==> src/rtl/eat_regs.svh <==
// register offsets, field positions, reset values and mode codes
`ifndef EAT_REGS_SVH
`define EAT_REGS_SVH
`define EAT_ADDR_W          16
`define EAT_OFS_OR_MASK     16'h9dda
`define EAT_OFS_AND_MASK    16'h9dee
`define EAT_OFS_MODE        16'h9e3e
`define EAT_OFS_LEVEL       16'ha550
`define EAT_OFS_MAX_PW      16'haca9
`define EAT_OFS_PW_LIMIT    16'hacb2
`define EAT_OFS_IRQ_STATUS  16'hb000
`define EAT_OFS_IRQ_CLEAR   16'hb001
`define EAT_OFS_IRQ_ENABLE  16'hb002
`define EAT_OFS_CONTROL     16'hb003
`define EAT_BIT_MASK_ANALOG 1
`define EAT_BIT_CTRL_ARM    0
`define EAT_BIT_IRQ_TRIG    0
`define EAT_BIT_IRQ_PWEND   1
`define EAT_IRQ_W           2
`define EAT_MODE_NONE       32'h00000000
`define EAT_MODE_POS        32'h00000001
`define EAT_MODE_NEG        32'h00000002
`define EAT_MODE_BOTH       32'h00000004
`define EAT_MODE_HIGH       32'h00000008
`define EAT_MODE_LOW        32'h00000010
`define EAT_MODE_PW_LONG_P  32'h04000001
`define EAT_MODE_PW_LONG_N  32'h04000002
`define EAT_MODE_PW_SHORT_P 32'h02000001
`define EAT_MODE_PW_SHORT_N 32'h02000002
`define EAT_RST_MASK        32'h00000000
`define EAT_RST_MODE        32'h00000000
`define EAT_RST_LEVEL       32'h00000000
`define EAT_RST_PW_LIMIT    32'h00000002
`define EAT_PW_MAX_DEFAULT  32'hffffffff
`endif

==> src/rtl/eat_pkg.sv <==
// types shared by the analog trigger detector
package eat_pkg;
  typedef enum logic [3:0] {
    EAT_K_OFF     = 4'h0,
    EAT_K_RISE    = 4'h1,
    EAT_K_FALL    = 4'h2,
    EAT_K_ANY     = 4'h3,
    EAT_K_HIGH    = 4'h4,
    EAT_K_LOW     = 4'h5,
    EAT_K_LONG_P  = 4'h6,
    EAT_K_LONG_N  = 4'h7,
    EAT_K_SHORT_P = 4'h8,
    EAT_K_SHORT_N = 4'h9
  } eat_kind_e;
  typedef enum logic [0:0] {
    EAT_PW_IDLE  = 1'b0,
    EAT_PW_COUNT = 1'b1
  } eat_pw_e;
endpackage : eat_pkg

==> src/rtl/eat_trigger.sv <==
// main analog input trigger detector with register port and interrupt
//
// Our own choice: the address-and-strobe port.
`timescale 1ns/100ps
`include "eat_regs.svh"

module eat_trigger #(
  parameter int          SAMPLE_W = 16,
  parameter logic [31:0] PW_MAX   = `EAT_PW_MAX_DEFAULT
) (
  // clock and reset
  input  wire logic                   CLK,
  input  wire logic                   RESET_N,
  // converted trigger input, one word per sample in millivolts
  input  wire logic [SAMPLE_W-1:0]    SAMPLE_MV,
  input  wire logic                   SAMPLE_VALID,
  // register port
  input  wire logic [`EAT_ADDR_W-1:0] ADDR,
  input  wire logic [31:0]            WR_DATA,
  input  wire logic                   WR_STB,
  input  wire logic                   RD_STB,
  output logic      [31:0]            RD_DATA,
  // trigger outputs towards the mask logic
  output logic                        TRIG_OR_EVENT,
  output logic                        TRIG_AND_EVENT,
  output logic                        TRIG_GATE,
  // interrupt
  output logic                        IRQ
);

  function automatic eat_pkg::eat_kind_e decode_mode(
    input logic [31:0] m
  );
    eat_pkg::eat_kind_e k;
    k = eat_pkg::EAT_K_OFF;
    if (m == `EAT_MODE_POS)
      k = eat_pkg::EAT_K_RISE;
    else if (m == `EAT_MODE_NEG)
      k = eat_pkg::EAT_K_FALL;
    else if (m == `EAT_MODE_BOTH)
      k = eat_pkg::EAT_K_ANY;
    else if (m == `EAT_MODE_HIGH)
      k = eat_pkg::EAT_K_HIGH;
    else if (m == `EAT_MODE_LOW)
      k = eat_pkg::EAT_K_LOW;
    else if (m == `EAT_MODE_PW_LONG_P)
      k = eat_pkg::EAT_K_LONG_P;
    else if (m == `EAT_MODE_PW_LONG_N)
      k = eat_pkg::EAT_K_LONG_N;
    else if (m == `EAT_MODE_PW_SHORT_P)
      k = eat_pkg::EAT_K_SHORT_P;
    else if (m == `EAT_MODE_PW_SHORT_N)
      k = eat_pkg::EAT_K_SHORT_N;
    return k;
  endfunction : decode_mode

  logic [31:0]               or_mask;
  logic [31:0]               and_mask;
  logic [31:0]               mode;
  logic [31:0]               level;
  logic [31:0]               pw_limit;
  logic [`EAT_IRQ_W-1:0]     irq_status;
  logic [`EAT_IRQ_W-1:0]     irq_enable;
  logic                      arm;
  logic                      armed_check;
  logic                      prev_above;
  logic                      prev_valid;
  logic [31:0]               pw_count;
  eat_pkg::eat_pw_e          pw_state;
  eat_pkg::eat_kind_e        kind;
  logic                      above;
  logic                      below;
  logic                      rise;
  logic                      fall;
  logic                      sole_source;
  logic                      start_x;
  logic                      stop_x;
  logic                      pw_reached;
  logic                      pw_long;
  logic                      next_event;
  logic                      next_gate;
  logic                      pw_end;
  logic [31:0]               next_rd;
  logic [`EAT_IRQ_W-1:0]     irq_set;

  // compare the sample with the programmed millivolt level
  assign kind  = decode_mode(mode);
  assign above = $signed(SAMPLE_MV) > $signed(level[SAMPLE_W-1:0]);
  assign below = $signed(SAMPLE_MV) < $signed(level[SAMPLE_W-1:0]);

  // crossings need two consecutive samples on opposite sides
  assign rise = SAMPLE_VALID & prev_valid & above & ~prev_above;
  assign fall = SAMPLE_VALID & prev_valid & ~above & prev_above;

  // level modes act as an edge only when nothing else is enabled
  assign sole_source = (or_mask == (32'h1 << `EAT_BIT_MASK_ANALOG))
                       && (and_mask == 32'h0);

  assign pw_long = (kind == eat_pkg::EAT_K_LONG_P) ||
                   (kind == eat_pkg::EAT_K_LONG_N);

  always_comb
  begin
    start_x = 1'b0;
    stop_x  = 1'b0;
    case (kind)
      eat_pkg::EAT_K_LONG_P, eat_pkg::EAT_K_SHORT_P:
      begin
        start_x = rise;
        stop_x  = fall;
      end
      eat_pkg::EAT_K_LONG_N, eat_pkg::EAT_K_SHORT_N:
      begin
        start_x = fall;
        stop_x  = rise;
      end
      default:
      begin
        start_x = 1'b0;
        stop_x  = 1'b0;
      end
    endcase
  end

  // 32-bit compare so the whole limit range up to 4G-1 works
  assign pw_reached = (pw_state == eat_pkg::EAT_PW_COUNT) && SAMPLE_VALID
                      && ((pw_count + 32'h1) >= pw_limit);

  always_comb
  begin
    next_event = 1'b0;
    next_gate  = 1'b0;
    pw_end     = 1'b0;
    case (kind)
      eat_pkg::EAT_K_RISE:
        next_event = rise;
      eat_pkg::EAT_K_FALL:
        next_event = fall;
      eat_pkg::EAT_K_ANY:
        next_event = rise | fall;
      eat_pkg::EAT_K_HIGH:
      begin
        next_gate = SAMPLE_VALID ? above : TRIG_GATE;
        if (sole_source)
          next_event = rise | (armed_check & SAMPLE_VALID & above);
        else
          next_event = SAMPLE_VALID & above;
      end
      eat_pkg::EAT_K_LOW:
      begin
        next_gate = SAMPLE_VALID ? below : TRIG_GATE;
        if (sole_source)
          next_event = fall | (armed_check & SAMPLE_VALID & below);
        else
          next_event = SAMPLE_VALID & below;
      end
      eat_pkg::EAT_K_LONG_P, eat_pkg::EAT_K_LONG_N:
      begin
        // the opposite crossing in the same sample wins over the count
        if (pw_state == eat_pkg::EAT_PW_COUNT && stop_x)
          pw_end = 1'b1;
        else if (pw_reached)
          next_event = 1'b1;
      end
      eat_pkg::EAT_K_SHORT_P, eat_pkg::EAT_K_SHORT_N:
      begin
        if (pw_state == eat_pkg::EAT_PW_COUNT && stop_x)
          next_event = 1'b1;
        else if (pw_reached)
          pw_end = 1'b1;
      end
      default:
      begin
        next_event = 1'b0;
        next_gate  = 1'b0;
      end
    endcase
  end

  // sample history for crossing detection
  always_ff @(posedge CLK or negedge RESET_N)
  begin
    if (!RESET_N)
    begin
      prev_above <= 1'b0;
      prev_valid <= 1'b0;
    end
    else if (kind == eat_pkg::EAT_K_OFF || arm)
    begin
      // history restarts so a stale sample cannot fake a crossing
      prev_above <= 1'b0;
      prev_valid <= 1'b0;
    end
    else if (SAMPLE_VALID)
    begin
      prev_above <= above;
      prev_valid <= 1'b1;
    end
  end

  // first sample after arming may fire a level mode at once
  always_ff @(posedge CLK or negedge RESET_N)
  begin
    if (!RESET_N)
      armed_check <= 1'b0;
    else if (arm)
      armed_check <= 1'b1;
    else if (SAMPLE_VALID)
      armed_check <= 1'b0;
  end

  // pulse width counter
  always_ff @(posedge CLK or negedge RESET_N)
  begin
    if (!RESET_N)
    begin
      pw_state <= eat_pkg::EAT_PW_IDLE;
      pw_count <= 32'h0;
    end
    else if (kind == eat_pkg::EAT_K_OFF || arm)
    begin
      pw_state <= eat_pkg::EAT_PW_IDLE;
      pw_count <= 32'h0;
    end
    else
    begin
      case (pw_state)
        eat_pkg::EAT_PW_IDLE:
        begin
          if (start_x)
          begin
            pw_state <= eat_pkg::EAT_PW_COUNT;
            pw_count <= 32'h1;
          end
        end
        eat_pkg::EAT_PW_COUNT:
        begin
          if (start_x)
            pw_count <= 32'h1;
          else if (stop_x || pw_reached)
          begin
            pw_state <= eat_pkg::EAT_PW_IDLE;
            pw_count <= 32'h0;
          end
          else if (SAMPLE_VALID)
            pw_count <= pw_count + 32'h1;
        end
        default:
          pw_state <= eat_pkg::EAT_PW_IDLE;
      endcase
    end
  end

  // trigger outputs, gated by the mask bits
  always_ff @(posedge CLK or negedge RESET_N)
  begin
    if (!RESET_N)
    begin
      TRIG_OR_EVENT  <= 1'b0;
      TRIG_AND_EVENT <= 1'b0;
      TRIG_GATE      <= 1'b0;
    end
    else
    begin
      TRIG_OR_EVENT  <= next_event & or_mask[`EAT_BIT_MASK_ANALOG];
      TRIG_AND_EVENT <= next_event & and_mask[`EAT_BIT_MASK_ANALOG];
      TRIG_GATE      <= next_gate &
                        (or_mask[`EAT_BIT_MASK_ANALOG] |
                         and_mask[`EAT_BIT_MASK_ANALOG]);
    end
  end

  // software writable registers
  always_ff @(posedge CLK or negedge RESET_N)
  begin
    if (!RESET_N)
    begin
      or_mask    <= `EAT_RST_MASK;
      and_mask   <= `EAT_RST_MASK;
      mode       <= `EAT_RST_MODE;
      level      <= `EAT_RST_LEVEL;
      pw_limit   <= `EAT_RST_PW_LIMIT;
      irq_enable <= '0;
    end
    else if (WR_STB)
    begin
      if (ADDR == `EAT_OFS_OR_MASK)
        or_mask <= WR_DATA;
      else if (ADDR == `EAT_OFS_AND_MASK)
        and_mask <= WR_DATA;
      else if (ADDR == `EAT_OFS_MODE)
        mode <= WR_DATA;
      else if (ADDR == `EAT_OFS_LEVEL)
        level <= WR_DATA;
      else if (ADDR == `EAT_OFS_PW_LIMIT)
        pw_limit <= WR_DATA;
      else if (ADDR == `EAT_OFS_IRQ_ENABLE)
        irq_enable <= WR_DATA[`EAT_IRQ_W-1:0];
    end
  end

  // arm pulse restarts detection, like starting the card
  always_ff @(posedge CLK or negedge RESET_N)
  begin
    if (!RESET_N)
      arm <= 1'b0;
    else
      arm <= WR_STB && (ADDR == `EAT_OFS_CONTROL)
             && WR_DATA[`EAT_BIT_CTRL_ARM];
  end

  // sticky status; a new event beats a clear in the same cycle
  assign irq_set = {pw_end, next_event};

  always_ff @(posedge CLK or negedge RESET_N)
  begin
    if (!RESET_N)
      irq_status <= '0;
    else if (WR_STB && ADDR == `EAT_OFS_IRQ_CLEAR)
      irq_status <= (irq_status & ~WR_DATA[`EAT_IRQ_W-1:0]) | irq_set;
    else
      irq_status <= irq_status | irq_set;
  end

  always_ff @(posedge CLK or negedge RESET_N)
  begin
    if (!RESET_N)
      IRQ <= 1'b0;
    else
      IRQ <= |(irq_status & irq_enable);
  end

  // read decode; unmapped and write-only addresses read zero
  always_comb
  begin
    next_rd = 32'h0;
    if (ADDR == `EAT_OFS_OR_MASK)
      next_rd = or_mask;
    else if (ADDR == `EAT_OFS_AND_MASK)
      next_rd = and_mask;
    else if (ADDR == `EAT_OFS_MODE)
      next_rd = mode;
    else if (ADDR == `EAT_OFS_LEVEL)
      next_rd = level;
    else if (ADDR == `EAT_OFS_MAX_PW)
      next_rd = PW_MAX;
    else if (ADDR == `EAT_OFS_PW_LIMIT)
      next_rd = pw_limit;
    else if (ADDR == `EAT_OFS_IRQ_STATUS)
      next_rd = {{(32-`EAT_IRQ_W){1'b0}}, irq_status};
    else if (ADDR == `EAT_OFS_IRQ_ENABLE)
      next_rd = {{(32-`EAT_IRQ_W){1'b0}}, irq_enable};
  end

  // data stands only in the cycle after the strobe
  always_ff @(posedge CLK or negedge RESET_N)
  begin
    if (!RESET_N)
      RD_DATA <= 32'h0;
    else if (RD_STB)
      RD_DATA <= next_rd;
    else
      RD_DATA <= 32'h0;
  end

endmodule : eat_trigger

==> config.mk <==
export PLATFORM = sky130hd
export DESIGN_NAME = eat_trigger
export DESIGN_NICKNAME = d
export VERILOG_FILES = /design/src/rtl/eat_pkg.sv /design/src/rtl/eat_trigger.sv
export VERILOG_INCLUDE_DIRS = /design/src /design/src/rtl
export SDC_FILE = /design/constraint.sdc
export NUM_CORES = 1
export LEC_CHECK = 0
export BUFFER_PORTS_ARGS = -buffer_cell sky130_fd_sc_hd__buf_2
export CAP_MARGIN = 30
export CORE_MARGIN = 4
export CORE_UTILIZATION = 45
export DETAILED_ROUTE_END_ITERATION = 7
export GPL_TIMING_DRIVEN = 0
export PLACE_DENSITY = 0.63
export SLEW_MARGIN = 15
export SYNTH_ARGS = -nofsm -noshare
export SYNTH_HDL_FRONTEND = slang
export SYNTH_SLANG_ARGS = --single-unit
==> constraint.sdc <==
create_clock -name CLK -period 9.01 [get_ports CLK]
set_clock_uncertainty 0.1 [all_clocks]
set_input_delay 1.802 -clock CLK [delete_from_list [all_inputs] [get_ports CLK]]
set_output_delay 1.802 -clock CLK [all_outputs]
set_load 0.01 [all_outputs]
After elaboration in Yosys (flattened, before gate mapping). Cells that the tools add are included.

Equality and inequality tests: 31. Order comparisons: 3. Multiplexer cells: 48. Add/sub/neg operators: 1. Bitwise gates (word level): 30. Reductions and logical operators: 25.

Operators by type and width (count): $mux 32 (12); $eq 16x16->1 const B (10); $eq 32x2->1 const B (2); $eq 32x26->1 const B (2); $eq 32x27->1 const B (2); $pmux 32 s2 (1); $mux 4 (9); $add 32x1->32 const B (1); $eq 32x1->1 const B (1); $eq 32x3->1 const B (1); $eq 32x4->1 const B (1); $eq 32x5->1 const B (1); $ge 32x32->1 (1); $logic_not 32->1 (1); $mux 1 (17); $eq 4x3->1 const B (4); $gt 16x16->1 (1); $lt 16x16->1 (1); $and 1x1->1 (13); $pmux 1 s2 (5); $reduce_or 2->1 (5); $eq 4x2->1 const B (2); $eq 4x4->1 const B (2); $not 1->1 (8); other kinds (19) (35).

Logic and storage cells: 156. Flip-flop bits (word level): 237. Bits of input ports: 69.

Depth between registers and ports, before layout.
Depth after elaboration: 18. Depth in mapped cells: 20. Mapped depth without buffers: 17.

Worst setup path before layout. Ideal clock, no wire load.

Kind: input port to flip-flop. Start point: in SAMPLE_MV[15]. End point: reg pw_count[13]. Cell stages on the path: 11. Setup time: 0.126 ns. Path buffers: 2. Slack: 4.373 ns. Data arrival time: 4.411 ns. Cell sequence: ha_1 > nand4_2 > a2111o_1 > and4b_4 > or4_4 > a21oi_4 > nand4bb_1 > buf_6 > nor2_4 > buf_6 > a221o_1.

Cells in the longest elaborated chain, start to end: 10. Elaborated cells between the ends (all ways): 16. Classes of those cells: order compare (1); eq/ne (2); mux (6); bitwise (5); reduce/logical (2).

Ends and longest elaborated chain: start: declaration (RTL line eat_trigger.sv:15) `input wire logic [SAMPLE_W-1:0] SAMPLE_MV,`; $gt 16x16->1 * (RTL line eat_trigger.sv:88) `assign above = $signed(SAMPLE_MV) > $signed(level[SAMPLE_W-1:0]);`; $not 1->1 (RTL line eat_trigger.sv:93) `assign fall = SAMPLE_VALID & prev_valid & ~above & prev_above;`; $and 1x1->1 (2 in a row) (RTL line eat_trigger.sv:93); $pmux 1 s2 (RTL line eat_trigger.sv:106) `case (kind)`; $logic_or 1x1->1 (RTL line eat_trigger.sv:240) `else if (stop_x || pw_reached)`; $mux 32 (RTL line eat_trigger.sv:240); $mux 32 (RTL line eat_trigger.sv:238) `if (start_x)`; $pmux 32 s2 (RTL line eat_trigger.sv:227) `case (pw_state)`; $mux 32 (RTL line eat_trigger.sv:220) `else if (kind == eat_pkg::EAT_K_OFF || arm)`; end signal: assignment (RTL line eat_trigger.sv:246) `pw_count <= pw_count + 32'h1;`; end: declaration (RTL line eat_trigger.sv:68) `logic [31:0] pw_count;`.

Every way passes the cells marked *; elsewhere a longest branch is shown, timed or not. A chain may end at the register's enable or synchronous reset.

Final worst setup path.
Start point: reg pw_count[2]. End point: reg pw_count[20].

Cells in the longest elaborated chain, start to end: 8. Elaborated cells between the ends (all ways): 11. Classes of those cells: add/sub (1); order compare (1); eq/ne (1); mux (5); reduce/logical (3).

Ends and longest elaborated chain: $add 32x1->32 * (RTL line eat_trigger.sv:127, eat_trigger.sv:246); $ge 32x32->1 (RTL line eat_trigger.sv:127) `&& ((pw_count + 32'h1) >= pw_limit);`; $logic_and 1x1->1 (RTL line eat_trigger.sv:127); $logic_or 1x1->1 (RTL line eat_trigger.sv:240); $mux 32 (RTL line eat_trigger.sv:240); $mux 32 (RTL line eat_trigger.sv:238); $pmux 32 s2 (RTL line eat_trigger.sv:227); $mux 32 (RTL line eat_trigger.sv:220).

Every way passes the cells marked *; elsewhere a longest branch is shown, timed or not. The select of a mux whose other input is x is not followed.

==> flow_results.xml <==
<?xml version="1.0" encoding="UTF-8"?>
<metrics>
  <group name="status">
    <metric name="outcome" unit="">completed</metric>
  </group>
  <group name="synthesis">
    <metric name="avgSynthCellArea" unit="µm²">10.70</metric>
    <metric name="netlist_area" unit="µm²">12400</metric>
    <metric name="async_reset_ff_frac" unit="">1.000</metric>
    <metric name="yosys.cell_types.count" unit="">66</metric>
    <metric name="postSynthRegisterBits" unit="">237</metric>
    <metric name="synthesized_nets" unit="">1276</metric>
    <metric name="dominant_combinational_cell_family_by_area_after_synthesis" unit="">multiplexers</metric>
    <metric name="synth-xor-area-share" unit="">0.02190</metric>
    <metric name="yosys_warnings" unit="">0</metric>
    <metric name="yosysSeqAreaShare" unit="">0.4786</metric>
    <metric name="synth-compound-area-share" unit="">0.1329</metric>
    <metric name="syn_inst" unit="">1158</metric>
    <metric name="post_synth_and_or_nand_nor_area_fraction" unit="">0.1303</metric>
    <metric name="synth-edff-count" unit="">0</metric>
    <metric name="synth-adder-area-share" unit="">0.04946</metric>
    <metric name="synth.mux.area_fraction" unit="">0.1488</metric>
    <metric name="yosys_most_used_dff" unit="">sky130_fd_sc_hd__dfrtp_1</metric>
  </group>
  <group name="timing">
    <metric name="grt_setup_unrepaired" unit="">no</metric>
    <metric name="worst_slew_margin_rel" unit="">0.3768</metric>
    <metric name="setup_viol_count_final" unit="">0</metric>
    <metric name="hold_viol_final" unit="">0</metric>
    <metric name="setup_ws" unit="ns">3.722</metric>
    <metric name="finalMaxSlewViolations" unit="">0</metric>
    <metric name="period_minus_slack" unit="ns">5.288</metric>
    <metric name="setup_tns" unit="ns">0</metric>
    <metric name="max_clock_freq" unit="MHz">189.1</metric>
    <metric name="worst_hold_slack_across_all_endpoints" unit="ns">0.3742</metric>
    <metric name="max_slew.worst_pin.slew" unit="ns">0.9263</metric>
    <metric name="finalCritPeriodShare" unit="">0.5869</metric>
  </group>
  <group name="global_routing">
    <metric name="first_global_vias" unit="">9643</metric>
    <metric name="groute.usage.overall" unit="">0.2296</metric>
    <metric name="grt_start_max_net_pins" unit="">82</metric>
    <metric name="grt_first_pass_wirelength" unit="mm">55.44</metric>
    <metric name="antenna_found_initial" unit="">0</metric>
    <metric name="grt-ovfl-total" unit="">0</metric>
  </group>
  <group name="layout">
    <metric name="multi_input_comb_area" unit="µm²">5992</metric>
    <metric name="layout.core_utilization" unit="">0.5311</metric>
    <metric name="drive_above_1_share" unit="">0.2430</metric>
    <metric name="fin_nets" unit="">1411</metric>
    <metric name="fill_cells" unit="">2457</metric>
    <metric name="final_cells" unit="">1654</metric>
    <metric name="design_area" unit="µm²">14350</metric>
    <metric name="relative_area_change_from_synthesis_to_final_layout" unit="%">15.79</metric>
    <metric name="ant_diodes" unit="">0</metric>
    <metric name="layout.area.seq" unit="µm²">5932</metric>
  </group>
  <group name="clocking">
    <metric name="cts_clk_pin_slew_worst_paths" unit="ns">0.06</metric>
    <metric name="ctsLongestPathBuffers" unit="">3</metric>
    <metric name="numCtsBuffers" unit="">26</metric>
    <metric name="tritoncts" unit="">yes</metric>
    <metric name="cts.sink_count" unit="">237</metric>
    <metric name="cts_root_buffer" unit="">sky130_fd_sc_hd__clkbuf_16</metric>
    <metric name="cts.repair.resized" unit="">0</metric>
    <metric name="worst_skew_late_latency" unit="ns">0.56</metric>
    <metric name="setup_fix_bufs_post_cts" unit="">0</metric>
    <metric name="cts_hold_repair.buffers" unit="">0</metric>
    <metric name="h_tree_level_count" unit="">1</metric>
  </group>
  <group name="min_path">
    <metric name="hold_path_depth" unit="">1</metric>
    <metric name="hp-class" unit="">register to register</metric>
  </group>
  <group name="route">
    <metric name="via_per_inst" unit="">5.863</metric>
    <metric name="antenna_violating_nets_post_route" unit="">0</metric>
    <metric name="initialDrtViolationCount" unit="">760</metric>
    <metric name="route.vias.total" unit="">9698</metric>
    <metric name="drt-total-wl" unit="mm">35.37</metric>
    <metric name="drc_violation_count_after_routing" unit="">0</metric>
    <metric name="wl_per_cell" unit="µm">21.39</metric>
    <metric name="drtPass1Iterations" unit="">5</metric>
  </group>
  <group name="floorplanning">
    <metric name="fp.dieW" unit="µm">174.0</metric>
    <metric name="top_level_ports" unit="">105</metric>
    <metric name="std_cell_rows" unit="">60</metric>
    <metric name="design.die.area" unit="µm²">30270</metric>
    <metric name="initial_core_util" unit="">0.4587</metric>
    <metric name="die_ht" unit="µm">174.0</metric>
    <metric name="core-area" unit="µm²">27030</metric>
  </group>
  <group name="place">
    <metric name="place_inst" unit="">1605</metric>
    <metric name="post-place-ws" unit="ns">3.790</metric>
    <metric name="detailed_place_hpwl" unit="mm">26.57</metric>
    <metric name="numPortBuffers" unit="">103</metric>
    <metric name="final_weighted_congestion_in_routability_driven_placement" unit="">0.9269</metric>
    <metric name="place_area" unit="µm²">13410</metric>
  </group>
  <group name="worst_setup_path">
    <metric name="path_max_fanout" unit="">10</metric>
    <metric name="worst-endpoint-arrival" unit="ns">5.67</metric>
    <metric name="critPathKind" unit="">register to register</metric>
    <metric name="worst_r2r_path_depth" unit="">19</metric>
    <metric name="critical_path_required" unit="ns">9.39</metric>
    <metric name="timing.critical_path.from_type" unit="">register</metric>
    <metric name="endpoint_kind" unit="">register</metric>
    <metric name="crit_path_frequent_cell" unit="">sky130_fd_sc_hd__and3_1</metric>
    <metric name="cpMaxStageDelayCell" unit="">sky130_fd_sc_hd__a221oi_1</metric>
    <metric name="crit_path_cell_trace" unit="">and3_1, and3_1, clkbuf_1, nand4_1, nor2_1, and3_1, nand3_1, nor2_1, xor2_1, ha_1, a21oi_1, o21ai_0, a221oi_1, a21boi_0, nand4bb_1, buf_6, nor2_4, buf_2, a22o_1</metric>
    <metric name="timing.critical_path.slowest_cell_delay" unit="ns">0.57</metric>
  </group>
  <group name="flow_run">
    <metric name="max-cap-violations" unit="">0</metric>
  </group>
  <group name="power">
    <metric name="cellPowerDensity" unit="nW/µm²">160.4</metric>
    <metric name="ir_drop" unit="V">0.0001854</metric>
    <metric name="total_leakage_power" unit="nW">7.115</metric>
    <metric name="totalPowerFinal" unit="mW">2.302</metric>
  </group>
</metrics>
[report_power, final]
part           switching [mW]  leakage [nW]  internal [mW]  total, mW
clock network           0.453         0.454          0.699       1.15
logic                  0.0592          3.35         0.0261     0.0853
registers            0.000269          3.31           1.06       1.06
total                   0.512          7.11           1.79       2.30
[cells in the final DEF (no fill, tap or decap), types with 28 or more instances in the layout]
cell type,netlist,final
sky130_fd_sc_hd__nor4_1,28,28
sky130_fd_sc_hd__mux2_2,155,155
sky130_fd_sc_hd__o221ai_1,34,34
sky130_fd_sc_hd__dfrtp_1,236,236
sky130_fd_sc_hd__nand2_1,49,49
sky130_fd_sc_hd__ha_1,49,49
sky130_fd_sc_hd__inv_1,61,61
sky130_fd_sc_hd__a21oi_1,112,112
sky130_fd_sc_hd__nor2_1,88,88
sky130_fd_sc_hd__buf_2,2,105
sky130_fd_sc_hd__clkbuf_1,38,44
[per-layer routing]
layer  wire, µm  GRT usage
met2      16160     0.3599
met1      16430     0.3372
met4        743    0.05147
met5          0          0
met3       2040    0.03849
[sequential cells by signal (all words and copies together), names as in the netlist]
| signal | cells |
|---|---|
| mode | 32 |
| TRIG_OR_EVENT | 1 |
| or_mask | 32 |
| pw_count | 32 |
| arm | 1 |
| prev_valid | 1 |
| level | 32 |
| irq_enable | 2 |
| and_mask | 32 |
| RD_DATA | 32 |
| TRIG_GATE | 1 |
| prev_above | 1 |
| IRQ | 1 |
| pw_state | 1 |
| armed_check | 1 |
| irq_status | 2 |
| pw_limit | 32 |
| TRIG_AND_EVENT | 1 |
[critical path: cells and delay by family, from the launching register on]
family / cells / cell delay (ns)
AOI/OAI and AO/OA: 5 / 1.15
xor gates and xnor gates: 1 / 0.27
adders and majority gates: 1 / 0.30
buffers and inverters: 3 / 0.67
DFF: 1 / 0.45
and+or+nand+nor: 9 / 2.26
[area by class of cell]
cell class | instances | share of cell area
multi-input cells | 801 | 0.4175
flip-flops and latches | 237 | 0.4133
clock buffers | 38 | 0.05265
repair buffers | 107 | 0.04158
well taps | 341 | 0.02973
plain buffers | 59 | 0.01691
inverters | 61 | 0.01595
clock inverters | 10 | 0.01238
[cells in the mapped netlist, drive strengths merged (19+ instances only)]
master / n / area share
buf: 21 / 0.0081
ha: 49 / 0.049
nor4: 29 / 0.016
a21oi: 113 / 0.047
nand2: 49 / 0.015
nand3: 23 / 0.0093
nor2: 89 / 0.028
a22o: 19 / 0.013
dfrtp: 236 / 0.48
inv: 61 / 0.018
o21ai: 32 / 0.013
clkbuf: 38 / 0.012
mux2: 162 / 0.15
nand4: 27 / 0.014
o221ai: 34 / 0.024
[kinds of logic after synthesis]
kind of cell	count (synthesis)
and+or+nand+nor	307
adders and majority gates	49
DFF	237
xor gates and xnor gates	31
muxes	164
AOI/OAI and AO/OA	250
buffers and inverters	120
[worst paths after layout]
path                                    startpoint                        to  slack, ns
setup / recovery           pw_count[2]$_DFFE_PN0P_  pw_count[20]$_DFFE_PN0P_       3.72
hold / removal             armed_check$_DFFE_PN0P_   armed_check$_DFFE_PN0P_       0.37
setup reg to reg           pw_count[2]$_DFFE_PN0P_  pw_count[20]$_DFFE_PN0P_       3.72
hold reg to reg            armed_check$_DFFE_PN0P_   armed_check$_DFFE_PN0P_       0.37
max in group asynchronous                  RESET_N  and_mask[17]$_DFFE_PN0P_       6.45
min in group asynchronous                  RESET_N   pw_count[4]$_DFFE_PN0P_       1.13
Power figures use the tool's default switching activity.
